### config.mk
export PLATFORM = sky130hd
export DESIGN_NAME = tmo_timer
export DESIGN_NICKNAME = d
export VERILOG_FILES = /design/src/design/tmo_pkg.sv /design/src/design/tmo_timer.sv
export SDC_FILE = /design/constraint.sdc
export NUM_CORES = 1
export LEC_CHECK = 0
export ABC_AREA = 0
export BUFFER_PORTS_ARGS = -buffer_cell sky130_fd_sc_hd__clkbuf_2
export CAP_MARGIN = 0
export CORE_UTILIZATION = 45
export DETAILED_ROUTE_END_ITERATION = 8
export PLACE_DENSITY = 0.66
export SLEW_MARGIN = 30
export SYNTH_ARGS = -nofsm -noshare
export SYNTH_HDL_FRONTEND = slang
export SYNTH_SLANG_ARGS = --single-unit
### constraint.sdc
create_clock -name aclk -period 5 [get_ports aclk]
set_input_delay 0.5 -clock aclk [delete_from_list [all_inputs] [get_ports aclk]]
set_output_delay 0.5 -clock aclk [all_outputs]
set_load 0.005 [all_outputs]
### src/design/tmo_pkg.sv
package tmo_pkg;
  // Register byte addresses
  localparam logic [7:0] ADDR_CONTROL_ONE = 8'h00;
  localparam logic [7:0] ADDR_CONTROL_TWO = 8'h04;
  localparam logic [7:0] ADDR_TIMER_FLAGS = 8'h08;
  localparam logic [7:0] ADDR_COMPARE_ONE = 8'h0C;
  localparam logic [7:0] ADDR_COMPARE_TWO = 8'h10;
  localparam logic [7:0] ADDR_CAPTURE_ONE = 8'h14;
  localparam logic [7:0] ADDR_CAPTURE_TWO = 8'h18;
  localparam logic [7:0] ADDR_COUNTER = 8'h1C;
  // control_one fields
  localparam int C1_AFTER_LVL = 0;
  localparam int C1_DURING_LVL = 1;
  localparam int C1_FORCE_ONE = 2;
  localparam int C1_FORCE_TWO = 3;
  localparam int C1_EDGE_ONE = 4;
  localparam int C1_CMP_IE = 5;
  localparam int C1_CAP_IE = 6;
  // control_two fields
  localparam int C2_PIN_EN_ONE = 0;
  localparam int C2_PIN_EN_TWO = 1;
  localparam int C2_CLK_SEL = 2;
  localparam int C2_SINGLE_PULSE = 4;
  localparam int C2_PWM = 5;
  localparam int C2_EDGE_TWO = 6;
  // timer_flags fields
  localparam int F_CMP_ONE = 0;
  localparam int F_CMP_TWO = 1;
  localparam int F_CAP_ONE = 2;
  localparam int F_CAP_TWO = 3;
  // Reset and reload values
  localparam logic [6:0] CONTROL_RESET = 7'h00;
  localparam logic [7:0] COMPARE_RESET = 8'h00;
  localparam logic [7:0] COUNTER_START = 8'hFC;
  localparam logic [7:0] TRIGGER_CAPTURE = 8'hFD;
  // Timer clock selections and prescale factors
  localparam logic [1:0] CLK_DIV2 = 2'h0;
  localparam logic [1:0] CLK_DIV4 = 2'h1;
  localparam logic [1:0] CLK_DIV8 = 2'h2;
  localparam int PRESC_DIV2 = 2;
  localparam int PRESC_DIV4 = 4;
  localparam int PRESC_DIV8 = 8;
  localparam int PRESC_SLOW = 8000;
  // AXI responses
  localparam logic [1:0] RESP_OKAY = 2'h0;
  localparam logic [1:0] RESP_SLVERR = 2'h2;
endpackage : tmo_pkg

### src/design/tmo_timer.sv
`timescale 1ns/1ps
// How it works
// - Match sets flag, drives level if enabled
// - Two 8-bit compare registers, software only
// - Reset clears both compare registers
// - Compare pin latches low during reset
// - Interrupt needs compare enable, mask clear
// - Status read then compare access clears
// - Disabled pin gets no level, flag still
// - Match at value, or value+1 when slower
// - Force copies level, no flag, no interrupt
// - Force ignored in pulse or modulation mode
// - Control two bit selects single pulse
// - Trigger reloads counter, starts pulse, captures
// - Trigger capture flag may request interrupt
// - Compare one match ends the pulse
// - Pulse mode never sets compare flag one
// - Modulation bit overrides single pulse bit
// - Capture one idle, capture two still works
// - Compare two only flags, pin two static
// - Equal levels give a constant pin
// - Status read then capture access clears
// - Free-running counter, write restarts it
module tmo_timer
  import tmo_pkg::*;
#(
  parameter int SLOW_DIV = PRESC_SLOW
) (
  input wire logic aclk,
  input wire logic aresetn,
  input wire logic [31:0] s_axi_awaddr,
  input wire logic s_axi_awvalid,
  output logic s_axi_awready,
  input wire logic [31:0] s_axi_wdata,
  input wire logic [3:0] s_axi_wstrb,
  input wire logic s_axi_wvalid,
  output logic s_axi_wready,
  output logic [1:0] s_axi_bresp,
  output logic s_axi_bvalid,
  input wire logic s_axi_bready,
  input wire logic [31:0] s_axi_araddr,
  input wire logic s_axi_arvalid,
  output logic s_axi_arready,
  output logic [31:0] s_axi_rdata,
  output logic [1:0] s_axi_rresp,
  output logic s_axi_rvalid,
  input wire logic s_axi_rready,
  input wire logic cpu_irq_mask,
  input wire logic capture_input_one,
  input wire logic capture_input_two,
  output logic compare_output_pin_one,
  output logic compare_output_pin_one_oe,
  output logic compare_output_pin_two,
  output logic compare_output_pin_two_oe,
  output logic timer_irq
);

  typedef struct packed {
    logic [6:0] control_one;
    logic [6:0] control_two;
    logic [7:0] compare_value_one;
    logic [7:0] compare_value_two;
    logic [7:0] capture_value_one;
    logic [7:0] capture_value_two;
    logic [7:0] count;
    logic [3:0] flags;
    logic [3:0] armed;
    logic [1:0] pin;
    logic [1:0] pin_oe;
    logic irq;
    logic [12:0] presc;
    logic tick;
    logic tick_d;
    logic [2:0] sync_one;
    logic [2:0] sync_two;
    logic [1:0] level;
    logic awready;
    logic wready;
    logic [7:0] aw_addr;
    logic [7:0] w_data;
    logic w_lane;
    logic bvalid;
    logic [1:0] bresp;
    logic arready;
    logic rvalid;
    logic [7:0] rdata;
    logic [1:0] rresp;
  } tmo_state_t;

  tmo_state_t r_reg;
  tmo_state_t r_next;

  // Outputs straight from state
  assign s_axi_awready = r_reg.awready;
  assign s_axi_wready = r_reg.wready;
  assign s_axi_bvalid = r_reg.bvalid;
  assign s_axi_bresp = r_reg.bresp;
  assign s_axi_arready = r_reg.arready;
  assign s_axi_rvalid = r_reg.rvalid;
  assign s_axi_rresp = r_reg.rresp;
  assign s_axi_rdata = {24'h000000, r_reg.rdata};
  assign compare_output_pin_one = r_reg.pin[0];
  assign compare_output_pin_two = r_reg.pin[1];
  assign compare_output_pin_one_oe = r_reg.pin_oe[0];
  assign compare_output_pin_two_oe = r_reg.pin_oe[1];
  assign timer_irq = r_reg.irq;

  // Next-state logic for the whole block
  always_comb begin
    logic [12:0] limit;
    logic [1:0] clk_sel;
    logic pwm_mode;
    logic pulse_mode;
    logic [7:0] target_one;
    logic [7:0] target_two;
    logic match_one;
    logic match_two;
    logic agree_one;
    logic agree_two;
    logic edge_one;
    logic edge_two;
    logic do_write;
    logic do_read;
    logic [7:0] rd_addr;
    logic [7:0] rd_val;
    logic rd_ok;
    logic wr_ok;
    logic count_write;
    logic [3:0] clr;
    limit = 13'(SLOW_DIV - 1);
    clk_sel = r_reg.control_two[C2_CLK_SEL +: 2];
    pwm_mode = r_reg.control_two[C2_PWM];
    pulse_mode = r_reg.control_two[C2_SINGLE_PULSE] & ~pwm_mode;
    target_one = r_reg.compare_value_one;
    target_two = r_reg.compare_value_two;
    match_one = 1'b0;
    match_two = 1'b0;
    // A pin change counts once stages two and three agree
    agree_one = r_reg.sync_one[1] == r_reg.sync_one[2];
    agree_two = r_reg.sync_two[1] == r_reg.sync_two[2];
    edge_one = agree_one & (r_reg.sync_one[2] != r_reg.level[0]) &
               (r_reg.sync_one[2] == r_reg.control_one[C1_EDGE_ONE]);
    edge_two = agree_two & (r_reg.sync_two[2] != r_reg.level[1]) &
               (r_reg.sync_two[2] == r_reg.control_two[C2_EDGE_TWO]);
    do_write = ~r_reg.awready & ~r_reg.wready & ~r_reg.bvalid;
    do_read = s_axi_arvalid & ~r_reg.rvalid & ~r_reg.arready;
    rd_addr = s_axi_araddr[7:0];
    rd_val = 8'h00;
    rd_ok = 1'b1;
    wr_ok = 1'b1;
    count_write = 1'b0;
    clr = 4'h0;
    r_next = r_reg;

    // Prescaler: one tick per timer clock period; the slow clock is the default
    if (clk_sel == CLK_DIV2) begin
      limit = 13'(PRESC_DIV2 - 1);
    end else if (clk_sel == CLK_DIV4) begin
      limit = 13'(PRESC_DIV4 - 1);
    end else if (clk_sel == CLK_DIV8) begin
      limit = 13'(PRESC_DIV8 - 1);
    end
    r_next.tick = 1'b0;
    if (r_reg.presc >= limit) begin
      r_next.presc = 13'h0000;
      r_next.tick = 1'b1;
    end else begin
      r_next.presc = r_reg.presc + 13'h0001;
    end
    r_next.tick_d = r_reg.tick;

    // Capture pins pass three flops before the edge logic sees them
    r_next.sync_one = {r_reg.sync_one[1:0], capture_input_one};
    r_next.sync_two = {r_reg.sync_two[1:0], capture_input_two};
    if (agree_one) begin
      r_next.level[0] = r_reg.sync_one[2];
    end
    if (agree_two) begin
      r_next.level[1] = r_reg.sync_two[2];
    end

    // Compare once, the cycle after each tick; slower clocks lag one count
    if (clk_sel != CLK_DIV2) begin
      target_one = r_reg.compare_value_one + 8'h01;
      target_two = r_reg.compare_value_two + 8'h01;
    end
    match_one = r_reg.tick_d & (r_reg.count == target_one);
    match_two = r_reg.tick_d & (r_reg.count == target_two);

    // AXI write: address and data taken in either order
    r_next.arready = 1'b0;
    if (s_axi_awvalid & r_reg.awready) begin
      r_next.awready = 1'b0;
      r_next.aw_addr = s_axi_awaddr[7:0];
    end
    if (s_axi_wvalid & r_reg.wready) begin
      r_next.wready = 1'b0;
      r_next.w_data = s_axi_wdata[7:0];
      r_next.w_lane = s_axi_wstrb[0];
    end
    if (r_reg.bvalid & s_axi_bready) begin
      r_next.bvalid = 1'b0;
      r_next.awready = 1'b1; // Ready again only once the response has gone
      r_next.wready = 1'b1;
    end

    // AXI read: arready pulses for one cycle when a read is taken
    if (r_reg.rvalid & s_axi_rready) begin
      r_next.rvalid = 1'b0;
    end

    // Read decode and its side effects
    if (do_read) begin
      if (rd_addr == ADDR_CONTROL_ONE) begin
        rd_val = {1'b0, r_reg.control_one};
      end else if (rd_addr == ADDR_CONTROL_TWO) begin
        rd_val = {1'b0, r_reg.control_two};
      end else if (rd_addr == ADDR_TIMER_FLAGS) begin
        rd_val = {4'h0, r_reg.flags};
        r_next.armed = r_reg.flags;
      end else if (rd_addr == ADDR_COMPARE_ONE) begin
        rd_val = r_reg.compare_value_one;
        clr[F_CMP_ONE] = r_reg.armed[F_CMP_ONE];
      end else if (rd_addr == ADDR_COMPARE_TWO) begin
        rd_val = r_reg.compare_value_two;
        clr[F_CMP_TWO] = r_reg.armed[F_CMP_TWO];
      end else if (rd_addr == ADDR_CAPTURE_ONE) begin
        rd_val = r_reg.capture_value_one;
        clr[F_CAP_ONE] = r_reg.armed[F_CAP_ONE];
      end else if (rd_addr == ADDR_CAPTURE_TWO) begin
        rd_val = r_reg.capture_value_two;
        clr[F_CAP_TWO] = r_reg.armed[F_CAP_TWO];
      end else if (rd_addr == ADDR_COUNTER) begin
        rd_val = r_reg.count;
      end else begin
        rd_ok = 1'b0;
      end
      r_next.arready = 1'b1;
      r_next.rvalid = 1'b1;
      r_next.rdata = rd_val;
      r_next.rresp = rd_ok ? RESP_OKAY : RESP_SLVERR;
    end

    // Write decode; a cleared byte lane still counts as an access
    if (do_write) begin
      r_next.bvalid = 1'b1;
      if (r_reg.aw_addr == ADDR_CONTROL_ONE) begin
        if (r_reg.w_lane) begin
          r_next.control_one = r_reg.w_data[6:0];
          r_next.control_one[C1_FORCE_ONE] = 1'b0; // Force bits act once
          r_next.control_one[C1_FORCE_TWO] = 1'b0;
        end
      end else if (r_reg.aw_addr == ADDR_CONTROL_TWO) begin
        if (r_reg.w_lane) begin
          r_next.control_two = r_reg.w_data[6:0];
        end
      end else if (r_reg.aw_addr == ADDR_COMPARE_ONE) begin
        if (r_reg.w_lane) begin
          r_next.compare_value_one = r_reg.w_data;
        end
        clr[F_CMP_ONE] = r_reg.armed[F_CMP_ONE];
      end else if (r_reg.aw_addr == ADDR_COMPARE_TWO) begin
        if (r_reg.w_lane) begin
          r_next.compare_value_two = r_reg.w_data;
        end
        clr[F_CMP_TWO] = r_reg.armed[F_CMP_TWO];
      end else if (r_reg.aw_addr == ADDR_CAPTURE_ONE) begin
        clr[F_CAP_ONE] = r_reg.armed[F_CAP_ONE];
      end else if (r_reg.aw_addr == ADDR_CAPTURE_TWO) begin
        clr[F_CAP_TWO] = r_reg.armed[F_CAP_TWO];
      end else if (r_reg.aw_addr == ADDR_COUNTER) begin
        count_write = 1'b1;
      end else if (r_reg.aw_addr != ADDR_TIMER_FLAGS) begin
        wr_ok = 1'b0;
      end
      r_next.bresp = wr_ok ? RESP_OKAY : RESP_SLVERR;
    end

    // Clearing disarms; sets below win over a clear in the same cycle
    r_next.flags = r_reg.flags & ~clr;
    r_next.armed = r_next.armed & ~clr;

    // Free-running counter with restart on write or trigger
    if (count_write) begin
      r_next.count = COUNTER_START;
    end else if (r_reg.tick) begin
      r_next.count = r_reg.count + 8'h01;
    end

    // Forced levels only outside pulse and modulation modes
    if (do_write & r_reg.w_lane & (r_reg.aw_addr == ADDR_CONTROL_ONE) & ~pulse_mode & ~pwm_mode) begin
      if (r_reg.w_data[C1_FORCE_ONE] & r_reg.control_two[C2_PIN_EN_ONE]) begin
        r_next.pin[0] = r_reg.w_data[C1_AFTER_LVL];
      end
      if (r_reg.w_data[C1_FORCE_TWO] & r_reg.control_two[C2_PIN_EN_TWO]) begin
        r_next.pin[1] = r_reg.w_data[C1_DURING_LVL];
      end
    end

    // Channel one: ordinary compare or pulse end
    if (pulse_mode) begin
      if (match_one) begin
        r_next.pin[0] = r_reg.control_one[C1_AFTER_LVL];
      end
    end else if (match_one & ~pwm_mode) begin
      r_next.flags[F_CMP_ONE] = 1'b1;
      if (r_reg.control_two[C2_PIN_EN_ONE]) begin
        r_next.pin[0] = r_reg.control_one[C1_AFTER_LVL];
      end
    end

    // Channel two: flags in pulse mode, pin only in ordinary mode
    if (match_two & ~pwm_mode) begin
      r_next.flags[F_CMP_TWO] = 1'b1;
      if (r_reg.control_two[C2_PIN_EN_TWO] & ~pulse_mode) begin
        r_next.pin[1] = r_reg.control_one[C1_DURING_LVL];
      end
    end

    // Capture one: trigger in pulse mode, idle under modulation
    if (edge_one & pulse_mode) begin
      r_next.count = COUNTER_START;
      r_next.pin[0] = r_reg.control_one[C1_DURING_LVL];
      r_next.flags[F_CAP_ONE] = 1'b1;
      r_next.capture_value_one = TRIGGER_CAPTURE;
    end else if (edge_one & ~pwm_mode) begin
      r_next.flags[F_CAP_ONE] = 1'b1;
      r_next.capture_value_one = r_reg.count;
    end

    // Capture two works in every mode
    if (edge_two) begin
      r_next.flags[F_CAP_TWO] = 1'b1;
      r_next.capture_value_two = r_reg.count;
    end

    // Pin ownership follows enables, pin two also released in pulse mode; disabled pins fall back to general I/O
    r_next.pin_oe = {r_reg.control_two[C2_PIN_EN_TWO] & ~pulse_mode,
                     r_reg.control_two[C2_PIN_EN_ONE]};

    // Single shared request, held pending while masked
    r_next.irq = ~cpu_irq_mask &
                 ((r_reg.control_one[C1_CMP_IE] & (r_reg.flags[F_CMP_ONE] | r_reg.flags[F_CMP_TWO])) |
                  (r_reg.control_one[C1_CAP_IE] & (r_reg.flags[F_CAP_ONE] | r_reg.flags[F_CAP_TWO])));
  end

  // State register; reset clears compare values and pin latches
  always_ff @(posedge aclk) begin
    if (!aresetn) begin
      r_reg <= '0;
      r_reg.control_one <= CONTROL_RESET;
      r_reg.control_two <= CONTROL_RESET;
      r_reg.compare_value_one <= COMPARE_RESET;
      r_reg.compare_value_two <= COMPARE_RESET;
      r_reg.count <= COUNTER_START;
      r_reg.pin <= 2'h0;
      r_reg.awready <= 1'b1;
      r_reg.wready <= 1'b1;
    end else begin
      r_reg <= r_next;
    end
  end

endmodule : tmo_timer

==> metrics.txt <==
measured slew at the worst slew-check pin=0.853 ns; largest net degree at the start of global routing=62; Tcrit/Tclk final=57.7%; Total Power=2420 µW; TNS Setup=0 ns; mean cell area of the mapped netlist=8.47 µm²; Netlist Area Pre-Place=6170 µm²; Via density=5.52; H-tree depth=4; total CTS buffers=17; clk_skew=0.00775 ns; worst skew pair latency=0.42 ns; global-route wire length before repair=23800 µm; Die ar.=14200 µm²; Starting Density=46.4%; layout cells sized above 1=13.4%; Yosys cell types=69; PostCTS Resize Cnt=0; largest cells by area after synthesis=dfxtp_1 39%, nand2_1 6.1%, a21oi_1 5.2%; final wirelength=14700 µm; f_max=0.347 GHz; Hold WC Path Type=primary input to flip-flop; average wire per standard cell=15.7 µm; Final Setup Violations=0; CTS Buffer Depth=2; CP max FO=13; fillers=1258; Reg clk slew, reported paths=0.05 ns; Nets=874; Setup crit end kind=flip-flop; Post-synth EDFFs=0; hold_buf cts=0; Starting DRT DRC Count=388; DP Wirelength=10400 µm; commonest cells in the netlist=120 x dfxtp_1, 100 x nand2_1, 64 x a21oi_1; status=finished, final reports clean; post-route minimum period=2.88 ns; initial antenna violation count=0; Die Wd=119 µm; area of the core=13300 µm²; RSZ-0062 raised after global routing=false; total number of yosys warnings=0; max FFs per register=94; ys async rst share=0%; n_diodes=0; clock power share=48.1%; via count=5157; Post-synth top flop=dfxtp_1; Area growth, synth to finish=11.5%; Initial DRT Pass Iterations=5; clock root cell=clkbuf_16; DRC Markers=0; Net Sw Frac=23.9%; CP Data Arrival Time=3.15 ns; cell with the most instances after synthesis=dfxtp_1; Syn Inst Count=728; Seq cells post-synth=120; critical path startpoint category=flip-flop; critical path required time=5.27 ns; I/O Pins=156; P_sw=578 µW; Cell Int Power=1840 µW; IO Port Bufs=54; post-synth top area share=38.9%; Yosys top cell by area=dfxtp_1; postcts setup bufs=0; post-synthesis sequential area ratio=38.9%; combinational power share=8.4%; Crit Path Class=flip-flop to flip-flop; Worst IR Drop VDD=0.000288 V; # clock sinks=120; DIE HEIGHT=119 µm; LEAKAGE=0.00280 µW; CTS tree=yes; Relative slew margins=42.8%; Fin. Hold Viols=0; routability cong.=0.873; grt ovf=0; Slew Limit Fails=0; sequential share of power=43.5%; vias in the first global route=4701; Max Cap Viol=0; GRT Resource Usage Total=21.5%; Fin Hold WS=0.236 ns; row cnt=42; Power per Cell Area=351 nW/µm²; post-route antenna net violation count=0
==> metrics by stage <==
step	cells	setup WS [ns]	instance area, µm²	utilization [%]
floorplan	753	2.81	6260	-
CTS	935	2.08	6880	51.7
global placement	907	2.21	6330	47.6
global route	935	1.82	6880	51.7
detailed placement	907	2.10	6330	47.6
finish	935	2.12	6880	51.7
==> per-layer routing <==
| layer | global-route usage (%) | routed length [µm] | vias to the layer above |
|---|---|---|---|
| li1 | - | - | 2534 |
| met1 | 28.0 | 6690 | 2404 |
| met2 | 34.4 | 6770 | 194 |
| met3 | 5.70 | 970 | 25 |
| met4 | 7.44 | 242 | 0 |
| met5 | 0 | 0 | - |
==> critical path: stages, from the launching register on <==
cell and delay [ns]:
dfxtp_1 0.59, or2_1 0.41, inv_1 0.09, ha_1 0.28
a21o_1 0.10, a21o_1 0.12, a21oi_1 0.06, o21ai_0 0.14
a21oi_1 0.11, o21ai_1 0.69, nor2_1 0.14
==> cell type report <==
type / count / area [µm²] / area share, %
inverter: 11 / 42.5 / 0.618
timing repair buffer: 58 / 300 / 4.37
clock inverter: 4 / 70.1 / 1.02
multi-input combinational: 542 / 3360 / 48.9
clock buffer: 24 / 482 / 7.00
tap: 176 / 220 / 3.20
sequential: 120 / 2400 / 34.9
==> placed cells by master (no fill, tap or decap), types with 5 or more instances in the layout <==
cell type | Yosys | routed
nand2b_1 | 7 | 7
and2_1 | 14 | 14
clkbuf_2 | 1 | 54
nand4_1 | 9 | 9
dfxtp_1 | 120 | 120
xor2_1 | 25 | 25
xnor2_1 | 14 | 14
ha_1 | 14 | 14
nand2_1 | 100 | 100
and3_1 | 11 | 11
clkbuf_16 | 0 | 17
nand3_1 | 36 | 36
o21ai_0 | 24 | 24
nor3_1 | 12 | 12
a211oi_1 | 11 | 11
mux4_2 | 5 | 5
nor2_1 | 60 | 60
inv_1 | 10 | 10
o211ai_1 | 9 | 9
conb_1 | 1 | 26
a21oi_1 | 64 | 64
mux2i_1 | 29 | 29
==> cell families after synthesis <==
family	share of synthesized area, %
AND/OR/NAND/NOR	23.3
AO/OA/AOI/OAI	13.5
XOR/XNOR	5.80
buffers and inverters	8.07
flip-flops	38.9
multiplexers	7.44
other	0.0608
adder cells (fa/ha/maj)	2.84
==> final timing paths <==
path,endpoint,slack (ns),depth (start not counted),start
worst max-delay path,r_reg[56],2.12,10,r_reg[113]
worst max register to register,r_reg[56],2.12,10,r_reg[113]
worst min register to register,r_next[38],0.44,1,r_next[37]
worst min-delay path,timer_irq,0.24,2,cpu_irq_mask
==> power by group through the flow <==
| stage | combinational, µW | clock (µW) | sequential (µW) |
|---|---|---|---|
| final | 203 | 1160 | 1050 |
| after floorplan | 190 | 0 | 1040 |
| after detailed placement | 204 | 0 | 1070 |
| after global routing | 233 | 1220 | 1060 |
| after global placement | 197 | 0 | 1070 |
| after CTS | 206 | 1180 | 1050 |
(Power assumes the default switching activity.)
